$ cat src/hdl/parallel_io_pkg.sv
package parallel_io_pkg;
    localparam int NUM_PORTS = 4;
    localparam int PORT_WIDTH = 8;
    localparam int FOURTH_WIDTH = 7;
    localparam int TOTAL_LINES = 31;
    localparam logic [7:0] FOURTH_MASK = 8'h7f;
    // word indices of the eight port registers and the option register, one aligned word each; byte offset is four times the index
    localparam logic [11:0] FIRST_PORT_DATA = 12'h000;
    localparam logic [11:0] SECOND_PORT_DATA = 12'h001;
    localparam logic [11:0] THIRD_PORT_DATA = 12'h002;
    localparam logic [11:0] FOURTH_PORT_DATA = 12'h003;
    localparam logic [11:0] FIRST_PORT_DIRECTION = 12'h004;
    localparam logic [11:0] SECOND_PORT_DIRECTION = 12'h005;
    localparam logic [11:0] THIRD_PORT_DIRECTION = 12'h006;
    localparam logic [11:0] FOURTH_PORT_DIRECTION = 12'h007;
    localparam logic [11:0] OPTION_INDEX = 12'h3df;
    localparam int WORD_SHIFT = 2;
    localparam int REG_INDEX_COUNT = 8;
    localparam int OPTION_SENS_BIT = 1;
    localparam logic [7:0] DIRECTION_RESET = 8'h00;
    localparam logic [7:0] LATCH_INIT = 8'h00;
    localparam logic OPTION_SENS_RESET = 1'b0;
    localparam logic [1:0] RESP_OKAY = 2'b00;
    localparam logic [1:0] RESP_SLVERR = 2'b10;
    localparam logic [31:0] ZERO_WORD = 32'h0000_0000;

    typedef struct packed {
        logic [7:0] level;
        logic [7:0] drive;
        logic [7:0] enable;
    } port_pins_t;

    typedef enum logic [2:0] {
        WR_IDLE = 3'b001,
        WR_HAVE = 3'b010,
        WR_RESP = 3'b100
    } wr_state_t;
endpackage

$ cat src/hdl/four_port_parallel_io.sv
// Functional notes
// - 31 lines: three 8-bit ports, one 7-bit
// - direction 1 drives latch, 0 is input
// - reset clears directions, latches kept
// - first port data 0, direction 4
// - second port data 1, direction 5
// - third port data 2, direction 6
// - fourth port data 3, direction 7
// - second port interrupt option per pin
// - interrupt option enables pullup on inputs
// - enabled pins share external pin sensitivity
// - fourth port pins shareable with serial units
// - reset disables serial drivers, directions cleared
// - stop mode freezes every line
// - wait mode keeps lines and registers
// - sensitivity chosen by option register bit
//
// Design decision made here: the AXI4-Lite slave port.
module four_port_parallel_io
    import parallel_io_pkg::*;
#(
    parameter logic [7:0] SECOND_IRQ_OPTION = 8'h00
) (
    input wire logic aclk,
    input wire logic aresetn,
    input wire logic [31:0] s_axi_awaddr,
    input wire logic s_axi_awvalid,
    output logic s_axi_awready,
    input wire logic [31:0] s_axi_wdata,
    input wire logic [3:0] s_axi_wstrb,
    input wire logic s_axi_wvalid,
    output logic s_axi_wready,
    output logic [1:0] s_axi_bresp,
    output logic s_axi_bvalid,
    input wire logic s_axi_bready,
    input wire logic [31:0] s_axi_araddr,
    input wire logic s_axi_arvalid,
    output logic s_axi_arready,
    output logic [31:0] s_axi_rdata,
    output logic [1:0] s_axi_rresp,
    output logic s_axi_rvalid,
    input wire logic s_axi_rready,
    input wire logic [7:0] first_pin_in,
    input wire logic [7:0] second_pin_in,
    input wire logic [7:0] third_pin_in,
    input wire logic [6:0] fourth_pin_in,
    output port_pins_t first_pins,
    output port_pins_t second_pins,
    output port_pins_t third_pins,
    output port_pins_t fourth_pins,
    output logic [7:0] second_pullup,
    input wire logic [6:0] serial_take,
    input wire logic [6:0] serial_drive,
    input wire logic [6:0] serial_enable,
    input wire logic ext_irq_n,
    output logic irq_request,
    input wire logic stop_mode,
    input wire logic wait_mode
);
    logic [7:0] latch [NUM_PORTS];
    logic [7:0] direction [NUM_PORTS];
    logic level_sense;
    logic [7:0] pin_in [NUM_PORTS];
    wr_state_t wr_state;
    logic [31:0] aw_addr;
    logic aw_held;
    logic [31:0] w_data;
    logic [3:0] w_strb;
    logic w_held;
    logic [7:0] serial_active;
    logic [7:0] freeze_drive [NUM_PORTS];
    logic [7:0] freeze_enable [NUM_PORTS];
    logic [7:0] next_drive [NUM_PORTS];
    logic [7:0] next_enable [NUM_PORTS];
    logic [7:0] line_level [NUM_PORTS];
    logic [7:0] prev_line;
    logic prev_ext;
    logic irq_latch;
    logic [7:0] armed_low;
    logic frozen;

    assign frozen = stop_mode || wait_mode;
    assign pin_in[0] = first_pin_in;
    assign pin_in[1] = second_pin_in;
    assign pin_in[2] = third_pin_in;
    assign pin_in[3] = {1'b0, fourth_pin_in};
    // serial takeover only after reset has released its drivers
    assign serial_active = aresetn ? {1'b0, serial_take} : 8'h00;

    // address decode: each register is one aligned word, byte address is four times its index
    function automatic logic [3:0] decode(input logic [31:0] addr);
        logic [3:0] sel;
        sel = 4'h0;
        if (addr[31:5] == 27'h0 && addr[1:0] == 2'h0) begin
            sel = {1'b1, addr[4:2]};
        end
        return sel;
    endfunction

    // write channel: address and data taken in either order
    always_ff @(posedge aclk) begin
        if (!aresetn) begin
            aw_held <= 1'b0;
            aw_addr <= ZERO_WORD;
        end else if (s_axi_awvalid && s_axi_awready) begin
            aw_held <= 1'b1;
            aw_addr <= s_axi_awaddr;
        end else if (wr_state == WR_RESP && s_axi_bready) begin
            aw_held <= 1'b0;
        end
    end

    always_ff @(posedge aclk) begin
        if (!aresetn) begin
            w_held <= 1'b0;
            w_data <= ZERO_WORD;
            w_strb <= 4'h0;
        end else if (s_axi_wvalid && s_axi_wready) begin
            w_held <= 1'b1;
            w_data <= s_axi_wdata;
            w_strb <= s_axi_wstrb;
        end else if (wr_state == WR_RESP && s_axi_bready) begin
            w_held <= 1'b0;
        end
    end

    assign s_axi_awready = (wr_state == WR_IDLE) && !aw_held;
    assign s_axi_wready = (wr_state == WR_IDLE) && !w_held;

    always_ff @(posedge aclk) begin
        if (!aresetn) begin
            wr_state <= WR_IDLE;
        end else begin
            case (wr_state)
                WR_IDLE: begin
                    if (aw_held && w_held) begin
                        wr_state <= WR_HAVE;
                    end
                end
                WR_HAVE: begin
                    wr_state <= WR_RESP;
                end
                WR_RESP: begin
                    if (s_axi_bready) begin
                        wr_state <= WR_IDLE;
                    end
                end
                default: begin
                    wr_state <= WR_IDLE;
                end
            endcase
        end
    end

    logic wr_hit;
    logic wr_option;
    logic [3:0] wr_sel;
    assign wr_sel = decode(aw_addr);
    assign wr_option = (aw_addr[31:WORD_SHIFT] == {18'h0, OPTION_INDEX});
    assign wr_hit = wr_sel[3] || wr_option;
    assign s_axi_bvalid = (wr_state == WR_RESP);

    always_ff @(posedge aclk) begin
        if (!aresetn) begin
            s_axi_bresp <= RESP_OKAY;
        end else if (wr_state == WR_HAVE) begin
            s_axi_bresp <= wr_hit ? RESP_OKAY : RESP_SLVERR;
        end
    end

    // latches never reset by aresetn; software must load them first
    logic [7:0] wr_byte;
    assign wr_byte = w_data[7:0];
    genvar gp;
    generate
        for (gp = 0; gp < NUM_PORTS; gp++) begin : g_port
            localparam logic [7:0] WMASK = (gp == NUM_PORTS - 1) ? FOURTH_MASK : 8'hff;
            logic init_done = 1'b0;
            always_ff @(posedge aclk) begin
                // one-time load so simulation does not start at unknown
                if (!init_done) begin
                    latch[gp] <= LATCH_INIT;
                end else if (wr_state == WR_HAVE && wr_sel == {2'b10, 2'(gp)} && w_strb[0] && !wait_mode) begin
                    latch[gp] <= wr_byte & WMASK;
                end
            end
            always_ff @(posedge aclk) begin
                init_done <= 1'b1;
            end
            always_ff @(posedge aclk) begin
                if (!aresetn) begin
                    direction[gp] <= DIRECTION_RESET;
                end else if (wr_state == WR_HAVE && wr_sel == {2'b11, 2'(gp)} && w_strb[0] && !wait_mode) begin
                    direction[gp] <= wr_byte & WMASK;
                end
            end
            always_comb begin
                next_enable[gp] = direction[gp];
                next_drive[gp] = latch[gp] & direction[gp];
                if (gp == NUM_PORTS - 1) begin
                    next_enable[gp] = (direction[gp] & ~serial_active) | (serial_active & {1'b0, serial_enable});
                    next_drive[gp] = (next_drive[gp] & ~serial_active)
                        | (serial_active & {1'b0, serial_drive});
                end
            end
            // stop or wait hold the pad drivers where they stood
            always_ff @(posedge aclk) begin
                if (!aresetn) begin
                    freeze_drive[gp] <= 8'h00;
                    freeze_enable[gp] <= 8'h00;
                end else if (!frozen) begin
                    freeze_drive[gp] <= next_drive[gp];
                    freeze_enable[gp] <= next_enable[gp];
                end
            end
            assign line_level[gp] = (direction[gp] & latch[gp]) | (~direction[gp] & pin_in[gp]);
        end
    endgenerate

    assign first_pins = '{level: line_level[0], drive: freeze_drive[0], enable: freeze_enable[0]};
    assign second_pins = '{level: line_level[1], drive: freeze_drive[1], enable: freeze_enable[1]};
    assign third_pins = '{level: line_level[2], drive: freeze_drive[2], enable: freeze_enable[2]};
    assign fourth_pins = '{level: line_level[3], drive: freeze_drive[3], enable: freeze_enable[3]};
    assign second_pullup = SECOND_IRQ_OPTION & ~freeze_enable[1];

    always_ff @(posedge aclk) begin
        if (!aresetn) begin
            level_sense <= OPTION_SENS_RESET;
        end else if (wr_state == WR_HAVE && wr_option && w_strb[0] && !wait_mode) begin
            level_sense <= w_data[OPTION_SENS_BIT];
        end
    end

    // read channel, one cycle to answer
    always_ff @(posedge aclk) begin
        if (!aresetn) begin
            s_axi_rvalid <= 1'b0;
            s_axi_rdata <= ZERO_WORD;
            s_axi_rresp <= RESP_OKAY;
        end else if (s_axi_arvalid && s_axi_arready) begin
            s_axi_rvalid <= 1'b1;
            s_axi_rresp <= RESP_OKAY;
            s_axi_rdata <= ZERO_WORD;
            if (decode(s_axi_araddr) == 4'h0) begin
                if (s_axi_araddr[31:WORD_SHIFT] == {18'h0, OPTION_INDEX}) begin
                    s_axi_rdata[OPTION_SENS_BIT] <= level_sense;
                end else begin
                    s_axi_rresp <= RESP_SLVERR;
                end
            end else if (s_axi_araddr[4]) begin
                s_axi_rdata[7:0] <= direction[s_axi_araddr[3:2]];
            end else begin
                s_axi_rdata[7:0] <= line_level[s_axi_araddr[3:2]];
            end
        end else if (s_axi_rready) begin
            s_axi_rvalid <= 1'b0;
        end
    end
    assign s_axi_arready = !s_axi_rvalid;

    // second port interrupt, merged with the external pin
    logic [7:0] sec_line;
    assign sec_line = line_level[1] & SECOND_IRQ_OPTION | ~SECOND_IRQ_OPTION;
    always_ff @(posedge aclk) begin
        if (!aresetn) begin
            prev_line <= 8'hff;
            prev_ext <= 1'b1;
        end else begin
            prev_line <= sec_line;
            prev_ext <= ext_irq_n;
        end
    end
    assign armed_low = ~sec_line;
    logic fall_event;
    logic low_event;
    assign fall_event = (|(prev_line & ~sec_line)) || (prev_ext && !ext_irq_n);
    assign low_event = level_sense && ((|armed_low) || !ext_irq_n);
    always_ff @(posedge aclk) begin
        if (!aresetn) begin
            irq_latch <= 1'b0;
        end else begin
            irq_latch <= fall_event || low_event;
        end
    end
    assign irq_request = irq_latch;

    chk_direction_reset: assert property (@(posedge aclk) !aresetn |=> direction[0] == 8'h00 && direction[3] == 8'h00)
        else $error("direction not cleared by reset");
    chk_fourth_top_bit: assert property (@(posedge aclk) disable iff (!aresetn) latch[3][7] == 1'b0)
        else $error("fourth port bit seven set");
    chk_enable_follows: assert property (@(posedge aclk) disable iff (!aresetn)
        !frozen && !$past(frozen) |-> first_pins.enable == $past(direction[0]))
        else $error("first port enable not following direction");
    chk_stop_hold: assert property (@(posedge aclk) disable iff (!aresetn)
        stop_mode && $past(stop_mode) |-> $stable(third_pins.drive) && $stable(third_pins.enable))
        else $error("lines moved in stop");
    chk_wait_regs: assert property (@(posedge aclk) disable iff (!aresetn)
        wait_mode |=> direction[1] == $past(direction[1]))
        else $error("register changed in wait");
    chk_pullup_input: assert property (@(posedge aclk) disable iff (!aresetn)
        second_pullup == (SECOND_IRQ_OPTION & ~second_pins.enable))
        else $error("pullup wrong");
    chk_read_level: assert property (@(posedge aclk) disable iff (!aresetn)
        s_axi_arvalid && s_axi_arready && s_axi_araddr == 32'h0 |=> s_axi_rdata[7:0] == $past(line_level[0]))
        else $error("port read wrong");
    chk_fall_irq: assert property (@(posedge aclk) disable iff (!aresetn)
        $past(ext_irq_n) && !ext_irq_n |=> irq_request)
        else $error("falling edge missed");
    chk_serial_off_reset: assert property (@(posedge aclk) !aresetn |=> fourth_pins.enable == 8'h00)
        else $error("serial driver during reset");
    chk_bvalid_hold: assert property (@(posedge aclk) disable iff (!aresetn)
        s_axi_bvalid && !s_axi_bready |=> s_axi_bvalid)
        else $error("write response dropped");
    chk_rvalid_hold: assert property (@(posedge aclk) disable iff (!aresetn)
        s_axi_rvalid && !s_axi_rready |=> s_axi_rvalid && $stable(s_axi_rdata))
        else $error("read data dropped");
    chk_arready_busy: assert property (@(posedge aclk) disable iff (!aresetn)
        s_axi_rvalid |-> !s_axi_arready)
        else $error("read taken while answer pending");
    chk_write_refused: assert property (@(posedge aclk) disable iff (!aresetn)
        wr_state != WR_IDLE |-> !s_axi_awready && !s_axi_wready)
        else $error("write taken while busy");
    chk_write_okay: assert property (@(posedge aclk) disable iff (!aresetn)
        wr_state == WR_HAVE && wr_hit |=> s_axi_bresp == RESP_OKAY)
        else $error("mapped write not okay");
    chk_write_err: assert property (@(posedge aclk) disable iff (!aresetn)
        wr_state == WR_HAVE && !wr_hit |=> s_axi_bresp == RESP_SLVERR)
        else $error("unmapped write not refused");
    chk_first_dir: assert property (@(posedge aclk) disable iff (!aresetn)
        s_axi_arvalid && s_axi_arready && s_axi_araddr == {18'h0, FIRST_PORT_DIRECTION, 2'h0}
        |=> s_axi_rdata[7:0] == $past(direction[0])) else $error("first direction read wrong");
    chk_second_read: assert property (@(posedge aclk) disable iff (!aresetn)
        s_axi_arvalid && s_axi_arready && s_axi_araddr == {18'h0, SECOND_PORT_DATA, 2'h0}
        |=> s_axi_rdata[7:0] == $past(line_level[1])) else $error("second data read wrong");
    chk_third_dir: assert property (@(posedge aclk) disable iff (!aresetn)
        s_axi_arvalid && s_axi_arready && s_axi_araddr == {18'h0, THIRD_PORT_DIRECTION, 2'h0}
        |=> s_axi_rdata[7:0] == $past(direction[2])) else $error("third direction read wrong");
    chk_fourth_read: assert property (@(posedge aclk) disable iff (!aresetn)
        s_axi_arvalid && s_axi_arready && s_axi_araddr == {18'h0, FOURTH_PORT_DATA, 2'h0}
        |=> s_axi_rdata[7:0] == $past(line_level[3])) else $error("fourth data read wrong");
    chk_level_irq: assert property (@(posedge aclk) disable iff (!aresetn)
        level_sense && !ext_irq_n |=> irq_request)
        else $error("low level missed");
    // a write finishing in the reset cycle itself is not covered here
    chk_latch_kept: assert property (@(posedge aclk)
        !aresetn && wr_state != WR_HAVE && g_port[0].init_done |=> latch[0] == $past(latch[0]))
        else $error("latch changed by reset");
    chk_fourth_dir_top: assert property (@(posedge aclk) disable iff (!aresetn)
        direction[3][7] == 1'b0)
        else $error("fourth direction bit seven set");
    chk_wait_latch: assert property (@(posedge aclk) disable iff (!aresetn)
        wait_mode |=> latch[0] == $past(latch[0]))
        else $error("latch changed in wait");
    chk_wait_lines: assert property (@(posedge aclk) disable iff (!aresetn)
        wait_mode && $past(wait_mode) |-> $stable(second_pins.enable) && $stable(second_pins.drive))
        else $error("lines moved in wait");
    chk_out_level: assert property (@(posedge aclk) disable iff (!aresetn)
        (third_pins.level & direction[2]) == (latch[2] & direction[2]))
        else $error("output bits not read from latch");
    chk_in_level: assert property (@(posedge aclk) disable iff (!aresetn)
        (first_pins.level & ~direction[0]) == (first_pin_in & ~direction[0]))
        else $error("input bits not read from pin");
    chk_drive_follows: assert property (@(posedge aclk) disable iff (!aresetn)
        !frozen && !$past(frozen) |-> third_pins.drive == $past(latch[2] & direction[2]))
        else $error("third port drive not following latch");
    chk_serial_enable: assert property (@(posedge aclk) disable iff (!aresetn)
        serial_take[0] && !frozen |=> fourth_pins.enable[0] == $past(serial_enable[0]))
        else $error("serial unit not driving its pin");
    cov_write: cover property (@(posedge aclk) s_axi_bvalid && s_axi_bready);
    cov_read: cover property (@(posedge aclk) s_axi_rvalid && s_axi_rready);
    cov_irq: cover property (@(posedge aclk) irq_request);
    cov_stop: cover property (@(posedge aclk) stop_mode ##1 !stop_mode);
endmodule // four_port_parallel_io

$ cat config.mk
export PLATFORM = sky130hd
export DESIGN_NAME = four_port_parallel_io
export DESIGN_NICKNAME = d
export VERILOG_FILES = /design/src/hdl/parallel_io_pkg.sv /design/src/hdl/four_port_parallel_io.sv
export SDC_FILE = /design/constraint.sdc
export NUM_CORES = 1
export LEC_CHECK = 0
export ABC_AREA = 0
export BUFFER_PORTS_ARGS = -buffer_cell sky130_fd_sc_hd__buf_2
export CAP_MARGIN = 30
export CORE_UTILIZATION = 53
export CTS_CLUSTER_DIAMETER = 120
export CTS_CLUSTER_SIZE = 24
export DETAILED_ROUTE_END_ITERATION = 6
export HOLD_SLACK_MARGIN = 0.05
export PLACE_DENSITY_LB_ADDON = 0.15
export SKIP_CTS_REPAIR_TIMING = 1
export SYNTH_ARGS = -nofsm -noshare
export SYNTH_HDL_FRONTEND = slang
export SYNTH_SLANG_ARGS = --single-unit
$ cat constraint.sdc
create_clock -name aclk -period 8 [get_ports aclk]
set_clock_uncertainty 0.05 [all_clocks]
set_input_delay 0.8 -clock aclk [delete_from_list [all_inputs] [get_ports aclk]]
set_output_delay 0.8 -clock aclk [all_outputs]
set_load 0.05 [all_outputs]
==> impl_metrics.json, run 1 <==
{
  "dieHeight_um": 126,
  "async_flop_share_pct": 0,
  "power.leakage_nw": 4.29,
  "worstSkewPairLatency_ns": 0.43,
  "fmax_ghz": 0.327,
  "port_buffers": 243,
  "yosysTopAreaCell": "edfxtp_1",
  "fin_crit_ns": 3.06,
  "finalNonFillerCells": 1154,
  "synth-edff-count": 124,
  "wl_met1_mm": 8.43,
  "status": "finished, violations left",
  "crit_fanout": 12,
  "syn_area_um2": 8100,
  "final_nets": 1119,
  "cp_data_required_time_ns": 7.15,
  "rows": 44,
  "routedWlPerCell_um": 17.7,
  "synthTopCellsByArea": "edfxtp_1 46%, dfxtp_1 15%, nand2_1 5.9%",
  "yosysUniqueCellTypes": 51,
  "clkTransAtPathRegs_ns": 0.06,
  "rrSetupSlack_ns": 5.47,
  "finalCritPeriodShare_pct": 38.3,
  "highest_layer": "met5",
  "met3_length_mm": 1.76,
  "syn2layout_area_growth_pct": 22.2,
  "slew_headroom_pct": 35.5,
  "antenna_found_initial": 1,
  "cts_buffers": 17,
  "place.gp.congestion": 0.816,
  "syn_inst": 722,
  "setup_violations": 0,
  "cts_tree": "done",
  "start_kind": "flip-flop",
  "min_path_type": "flip-flop to flip-flop",
  "drt_first_pass_iters": 7,
  "track_usage_pct": 26.0,
  "drcViolationCount": 22,
  "arrival_ns": 2.21,
  "cp-end-kind": "primary output",
  "die_area_um2": 15800,
  "synth-seq-cells": 184,
  "die_w_um": 126,
  "p_per_area_nw_per_um2": 228,
  "tightest_slew_ns": 0.968,
  "post-place-ws_ns": 5.06,
  "vias_per_cell": 5.31,
  "grt_pass1_vias": 5600,
  "crit_type": "flip-flop to primary output",
  "syn_area_per_cell_um2": 11.2,
  "wl_met2_mm": 9.79,
  "drtIter0Drc": 473,
  "fin_ws_ns": 4.94,
  "diodes": 0,
  "synth_top_area_share_pct": 45.9,
  "grt_setup_unrepaired": "no",
  "vias": 6128,
  "cts_buffer_depth": 2,
  "grt_pass1_wl_mm": 30.6,
  "post_route_cells_drive_above_1_share_pct": 33.3,
  "cts.sinks": 184,
  "place_inst": 1122,
  "clockRootBuffer": "clkbuf_16",
  "drt_wl_total_mm": 20.4,
  "tns_ns": 0,
  "ios": 308,
  "core_um2": 14700,
  "hold_viol": 0,
  "htreeDepth": 4,
  "grt_start_max_net_pins": 102,
  "synth_ff_type": "edfxtp_1",
  "ir_drop_mv": 0.160,
  "antenna_left": 0,
  "grt.overflow.total": 0,
  "slew_viol_final": 0,
  "violations": "DRC",
  "maxCapViolCount": 0,
  "dp_hpwl_mm": 14.8,
  "synth_seq_area_share_pct": 60.8,
  "yosysWarnings": 0,
  "initial_core_util_pct": 55.1
}
==> critical path: stages (launching register included) <==
cell and delay [ns]:
dfxtp_1 0.39, or3b_1 0.44, nor2_1 0.56, buf_2 0.38
==> flip-flops by register name, indices dropped and copies added, names as in the netlist <==
register       count
w_data             8
aw_held            1
s_axi_bresp        1
s_axi_rvalid       1
freeze_drive      31
w_strb             1
irq_request        1
direction         31
aw_addr           32
w_held             1
latch             31
s_axi_rresp        1
level_sense        1
prev_ext           1
s_axi_rdata        8
wr_state           3
freeze_enable     31
==> power breakdown <==
group | switching, mW | internal, mW
clock | 0.345 | 0.465
sequential | 0.0315 | 1.06
combinational | 0.260 | 0.0938
total | 0.637 | 1.62
==> cells in the mapped netlist (12+ instances only) <==
cell type / instances
a21boi_0: 35
and3_1: 46
buf_4: 37
clkbuf_1: 25
dfxtp_1: 60
edfxtp_1: 124
mux2_2: 28
nand2_1: 128
nand3_1: 16
nor2_1: 76
nor3_1: 23
nor4_1: 12
o21ai_0: 15
==> final timing paths <==
| path | startpoint | to | depth (start not counted) |
|---|---|---|---|
| hold reg to reg | prev_ext$_SDFF_PN1_ | irq_request$_SDFF_PN0_ | 2 |
| setup / recovery | wr_state[0]$_SDFFE_PN1P_ | s_axi_wready | 3 |
| setup reg to reg | aw_addr[21]$_SDFFE_PN0P_ | direction[1][4]$_SDFFCE_PN0P_ | 5 |
| hold / removal | prev_ext$_SDFF_PN1_ | irq_request$_SDFF_PN0_ | 2 |
==> layer usage <==
layer / vias up / GRT usage [%]
met2: 282 / 42.2
met5: - / 0
met3: 37 / 5.69
met1: 2821 / 34.6
li1: 2986 / -
met4: 2 / 9.40
==> metrics by stage <==
stage	cell area [um^2]	util [%]	power [mW]	hold WS [ns]
2_1_floorplan	8240	-	1.38	0.361
3_3_place_gp	9310	63.4	1.46	0.368
3_5_place_dp	9330	63.5	1.47	0.382
4_1_cts	9900	67.4	2.27	0.402
5_1_grt	9900	67.4	2.33	0.419
6_report	9900	67.4	2.26	0.392
==> cells by family (layout without fill, tap and decap cells) <==
group                  after synthesis  in the layout  share of synthesized area, %
AO/OA/AOI/OAI                       86             86                          7.35
flip-flops                         184            184                          60.8
AND/OR/NAND/NOR                    333            333                          19.4
multiplexers                        43             43                          6.82
XOR/XNOR                             1              1                         0.108
buffers and inverters               74            286                          5.47
other                                1             37                        0.0463
==> area by class of cell <==
class / count / area, um^2
multi-input combinational: 500 / 2880
tap: 184 / 230
timing repair buffer: 250 / 1280
inverter: 4 / 15.0
sequential: 184 / 4920
fill: 1208 / 4800
clock buffer: 19 / 443
clock inverter: 13 / 130
==> cells in the final DEF, fill, tap and decap left out, types with 4 or more instances in the layout <==
master and instances:
conb_1 37, mux2_2 28, a21oi_1 8, o21ai_0 14, nor4_1 12, nor2_1 76, nand2b_1 6, a21boi_0 35
a211oi_1 4, nor2b_1 4, clkbuf_16 17, buf_4 6, clkinv_2 4, mux4_2 7, dfxtp_1 60, a21boi_1 8
nand4_1 4, nand3_1 16, buf_2 243, edfxtp_1 124, and3_1 46, clkinv_4 4, nor3_1 23, inv_1 4
mux2i_1 8, nand2_1 128
(Power assumes the default switching activity.)
==> run 2, diff against run 1 <==
--- a/config.mk
+++ b/config.mk
@@ -8,7 +8,7 @@
 export ABC_AREA = 0
 export BUFFER_PORTS_ARGS = -buffer_cell sky130_fd_sc_hd__buf_2
 export CAP_MARGIN = 30
-export CORE_UTILIZATION = 53
+export CORE_UTILIZATION = 49
 export CTS_CLUSTER_DIAMETER = 120
 export CTS_CLUSTER_SIZE = 24
 export DETAILED_ROUTE_END_ITERATION = 6
==> constraint.sdc (replaced) <==
create_clock -name aclk -period 3.1 [get_ports aclk]
set_clock_uncertainty 0.05 [all_clocks]
set_input_delay 0.31 -clock aclk [delete_from_list [all_inputs] [get_ports aclk]]
set_output_delay 0.31 -clock aclk [all_outputs]
set_load 0.05 [all_outputs]
==> impl_metrics.json, run 2 (same netlist as run 1, synthesis figures left out) <==
{
  "status": "finished, final reports clean",
  "initial_core_util_pct": 50.6,
  "post-place-ws_ns": 0.532,
  "rrSetupSlack_ns": 0.62,
  "rows": 46,
  "grt_pass1_wl_mm": 30.2,
  "dieHeight_um": 131,
  "place_inst": 1156,
  "grt_pass1_vias": 5515,
  "fin_area_um2": 9970,
  "ios": 308,
  "worstPathCellList": "or3b_1 -> nor2_1 -> buf_2",
  "power.leakage_nw": 4.30,
  "die_w_um": 131,
  "arrival_ns": 2.21,
  "antenna_left": 0,
  "hold_viol": 0,
  "startpoint": "wr_state[0]$_SDFFE_PN1P_",
  "setup_violations": 0,
  "drt_first_pass_iters": 4,
  "crit_fanout": 12,
  "cts_buffers": 17,
  "hold-worst-slack_ns": 0.0741,
  "final_common_cell": "buf_2",
  "grt_start_max_net_pins": 67,
  "largest_reg_flops": 32,
  "crit_type": "flip-flop to primary output",
  "die_area_um2": 17100,
  "fmax_ghz": 0.389,
  "hold_depth": 3,
  "finalNonFillerCells": 1189,
  "worst_r2r_endpoint": "direction[1][3]$_SDFFCE_PN0P_",
  "clockRootBuffer": "clkbuf_16",
  "mostFrequentLayoutCells": "243 x buf_2, 128 x nand2_1, 124 x edfxtp_1",
  "start_kind": "flip-flop",
  "drt_wl_total_mm": 20.5,
  "drcViolationCount": 0,
  "worstSkewPairLatency_ns": 0.42,
  "core_um2": 16000,
  "syn2layout_area_growth_pct": 23.0,
  "port_buffers": 243,
  "clkTransAtPathRegs_ns": 0.06,
  "vias_per_cell": 5.11,
  "crit_family": "simple AND/OR/NAND/NOR gates",
  "grt_setup_unrepaired": "no",
  "maxCapViolCount": 0,
  "cp_slowest_cell": "nor2_1",
  "r2r_cells": 5,
  "cp-end-kind": "primary output",
  "vias": 6074,
  "cts_buffer_depth": 2,
  "diodes": 0,
  "final_nets": 1122,
  "slew_headroom_pct": 43.2,
  "cts.sinks": 184,
  "routedWlPerCell_um": 17.2,
  "htreeDepth": 4,
  "holdPathEnd": "aw_addr[30]$_SDFFE_PN0P_",
  "antenna_found_initial": 0,
  "post_route_cells_drive_above_1_share_pct": 32.7,
  "place.gp.congestion": 0.818,
  "n_fill_cell": 1415,
  "min_path_type": "primary input to flip-flop",
  "slew_viol_final": 0,
  "p_total_mw": 5.78,
  "grt.overflow.total": 0,
  "finalCritPeriodShare_pct": 82.9,
  "fin_ws_ns": 0.529,
  "dpl_cell_area_um2": 9410,
  "crit_buf_inv": 1,
  "fin_crit_ns": 2.57,
  "largest-register": "aw_addr",
  "fin_util_pct": 62.3,
  "max_stage_delay_ns": 0.57,
  "p_per_area_nw_per_um2": 580,
  "ir_drop_mv": 0.488,
  "reg2reg_from": "aw_addr[21]$_SDFFE_PN0P_",
  "cts_tree": "done",
  "drtIter0Drc": 512,
  "tns_ns": 0,
  "tightest_slew_ns": 0.851,
  "track_usage_pct": 24.3,
  "min-delay-start": "s_axi_awaddr[30]",
  "cp_data_required_time_ns": 2.74,
  "dp_hpwl_mm": 15.3
}
-- run 2: cell count changes in the layout (fill, tap and decap cells not counted) --
cell / previous run / this run
clkinv_4: 4 / 0
buf_12: 0 / 2
dlygate4sd3_1: 0 / 1
clkinvlp_4: 1 / 0
clkinv_2: 4 / 2
clkinv_1: 2 / 1
clkbuf_1: 1 / 9
-- run 2: layer usage --
layer	up-vias	part of all wire (%)	GRT usage, %
met2	273	48	39.1
li1	2982	-	-
met3	27	7.8	4.40
met1	2792	42	32.4
met4	0	2.2	10.6
met5	-	0	0
-- run 2: how the worst max path moves through the flow --
| stage | slack, ns | cells after the start | to |
|---|---|---|---|
| 3_3_place_gp | 0.61 | 5 | direction[1][3]$_SDFFCE_PN0P_ |
| 3_5_place_dp | 0.53 | 5 | direction[1][3]$_SDFFCE_PN0P_ |
| 5_1_grt | 0.39 | 3 | s_axi_wready |
| 2_1_floorplan | 0.66 | 1 | freeze_drive[0][0]$_SDFFCE_PN0P_ |
| 6_report | 0.53 | 3 | s_axi_wready |
| 4_1_cts | 0.52 | 3 | s_axi_wready |
-- run 2: layout make-up --
cell class | count | area, um^2 | area share, %
well taps | 216 | 270 | 2.71
multi-input cells | 500 | 2880 | 28.9
repair buffers | 253 | 1330 | 13.3
clock inverters | 5 | 73.8 | 0.741
inverters | 4 | 15.0 | 0.151
clock buffers | 27 | 473 | 4.75
flip-flops and latches | 184 | 4920 | 49.4
-- run 2: report_power, final --
group	total [mW]	switching (mW)	leakage [nW]	internal, mW
logic	0.920	0.671	2.27	0.248
clock network	2.04	0.839	0.265	1.21
registers	2.82	0.0805	1.76	2.74
-- run 2: worst register-to-register path, stage by stage (launching register included) --
cell and delay (ns):
dfxtp_1 0.31, nor4_1 0.35, nand4_1 0.29, nor4_4 0.49, nand3b_2 0.29, nand2_1 0.37
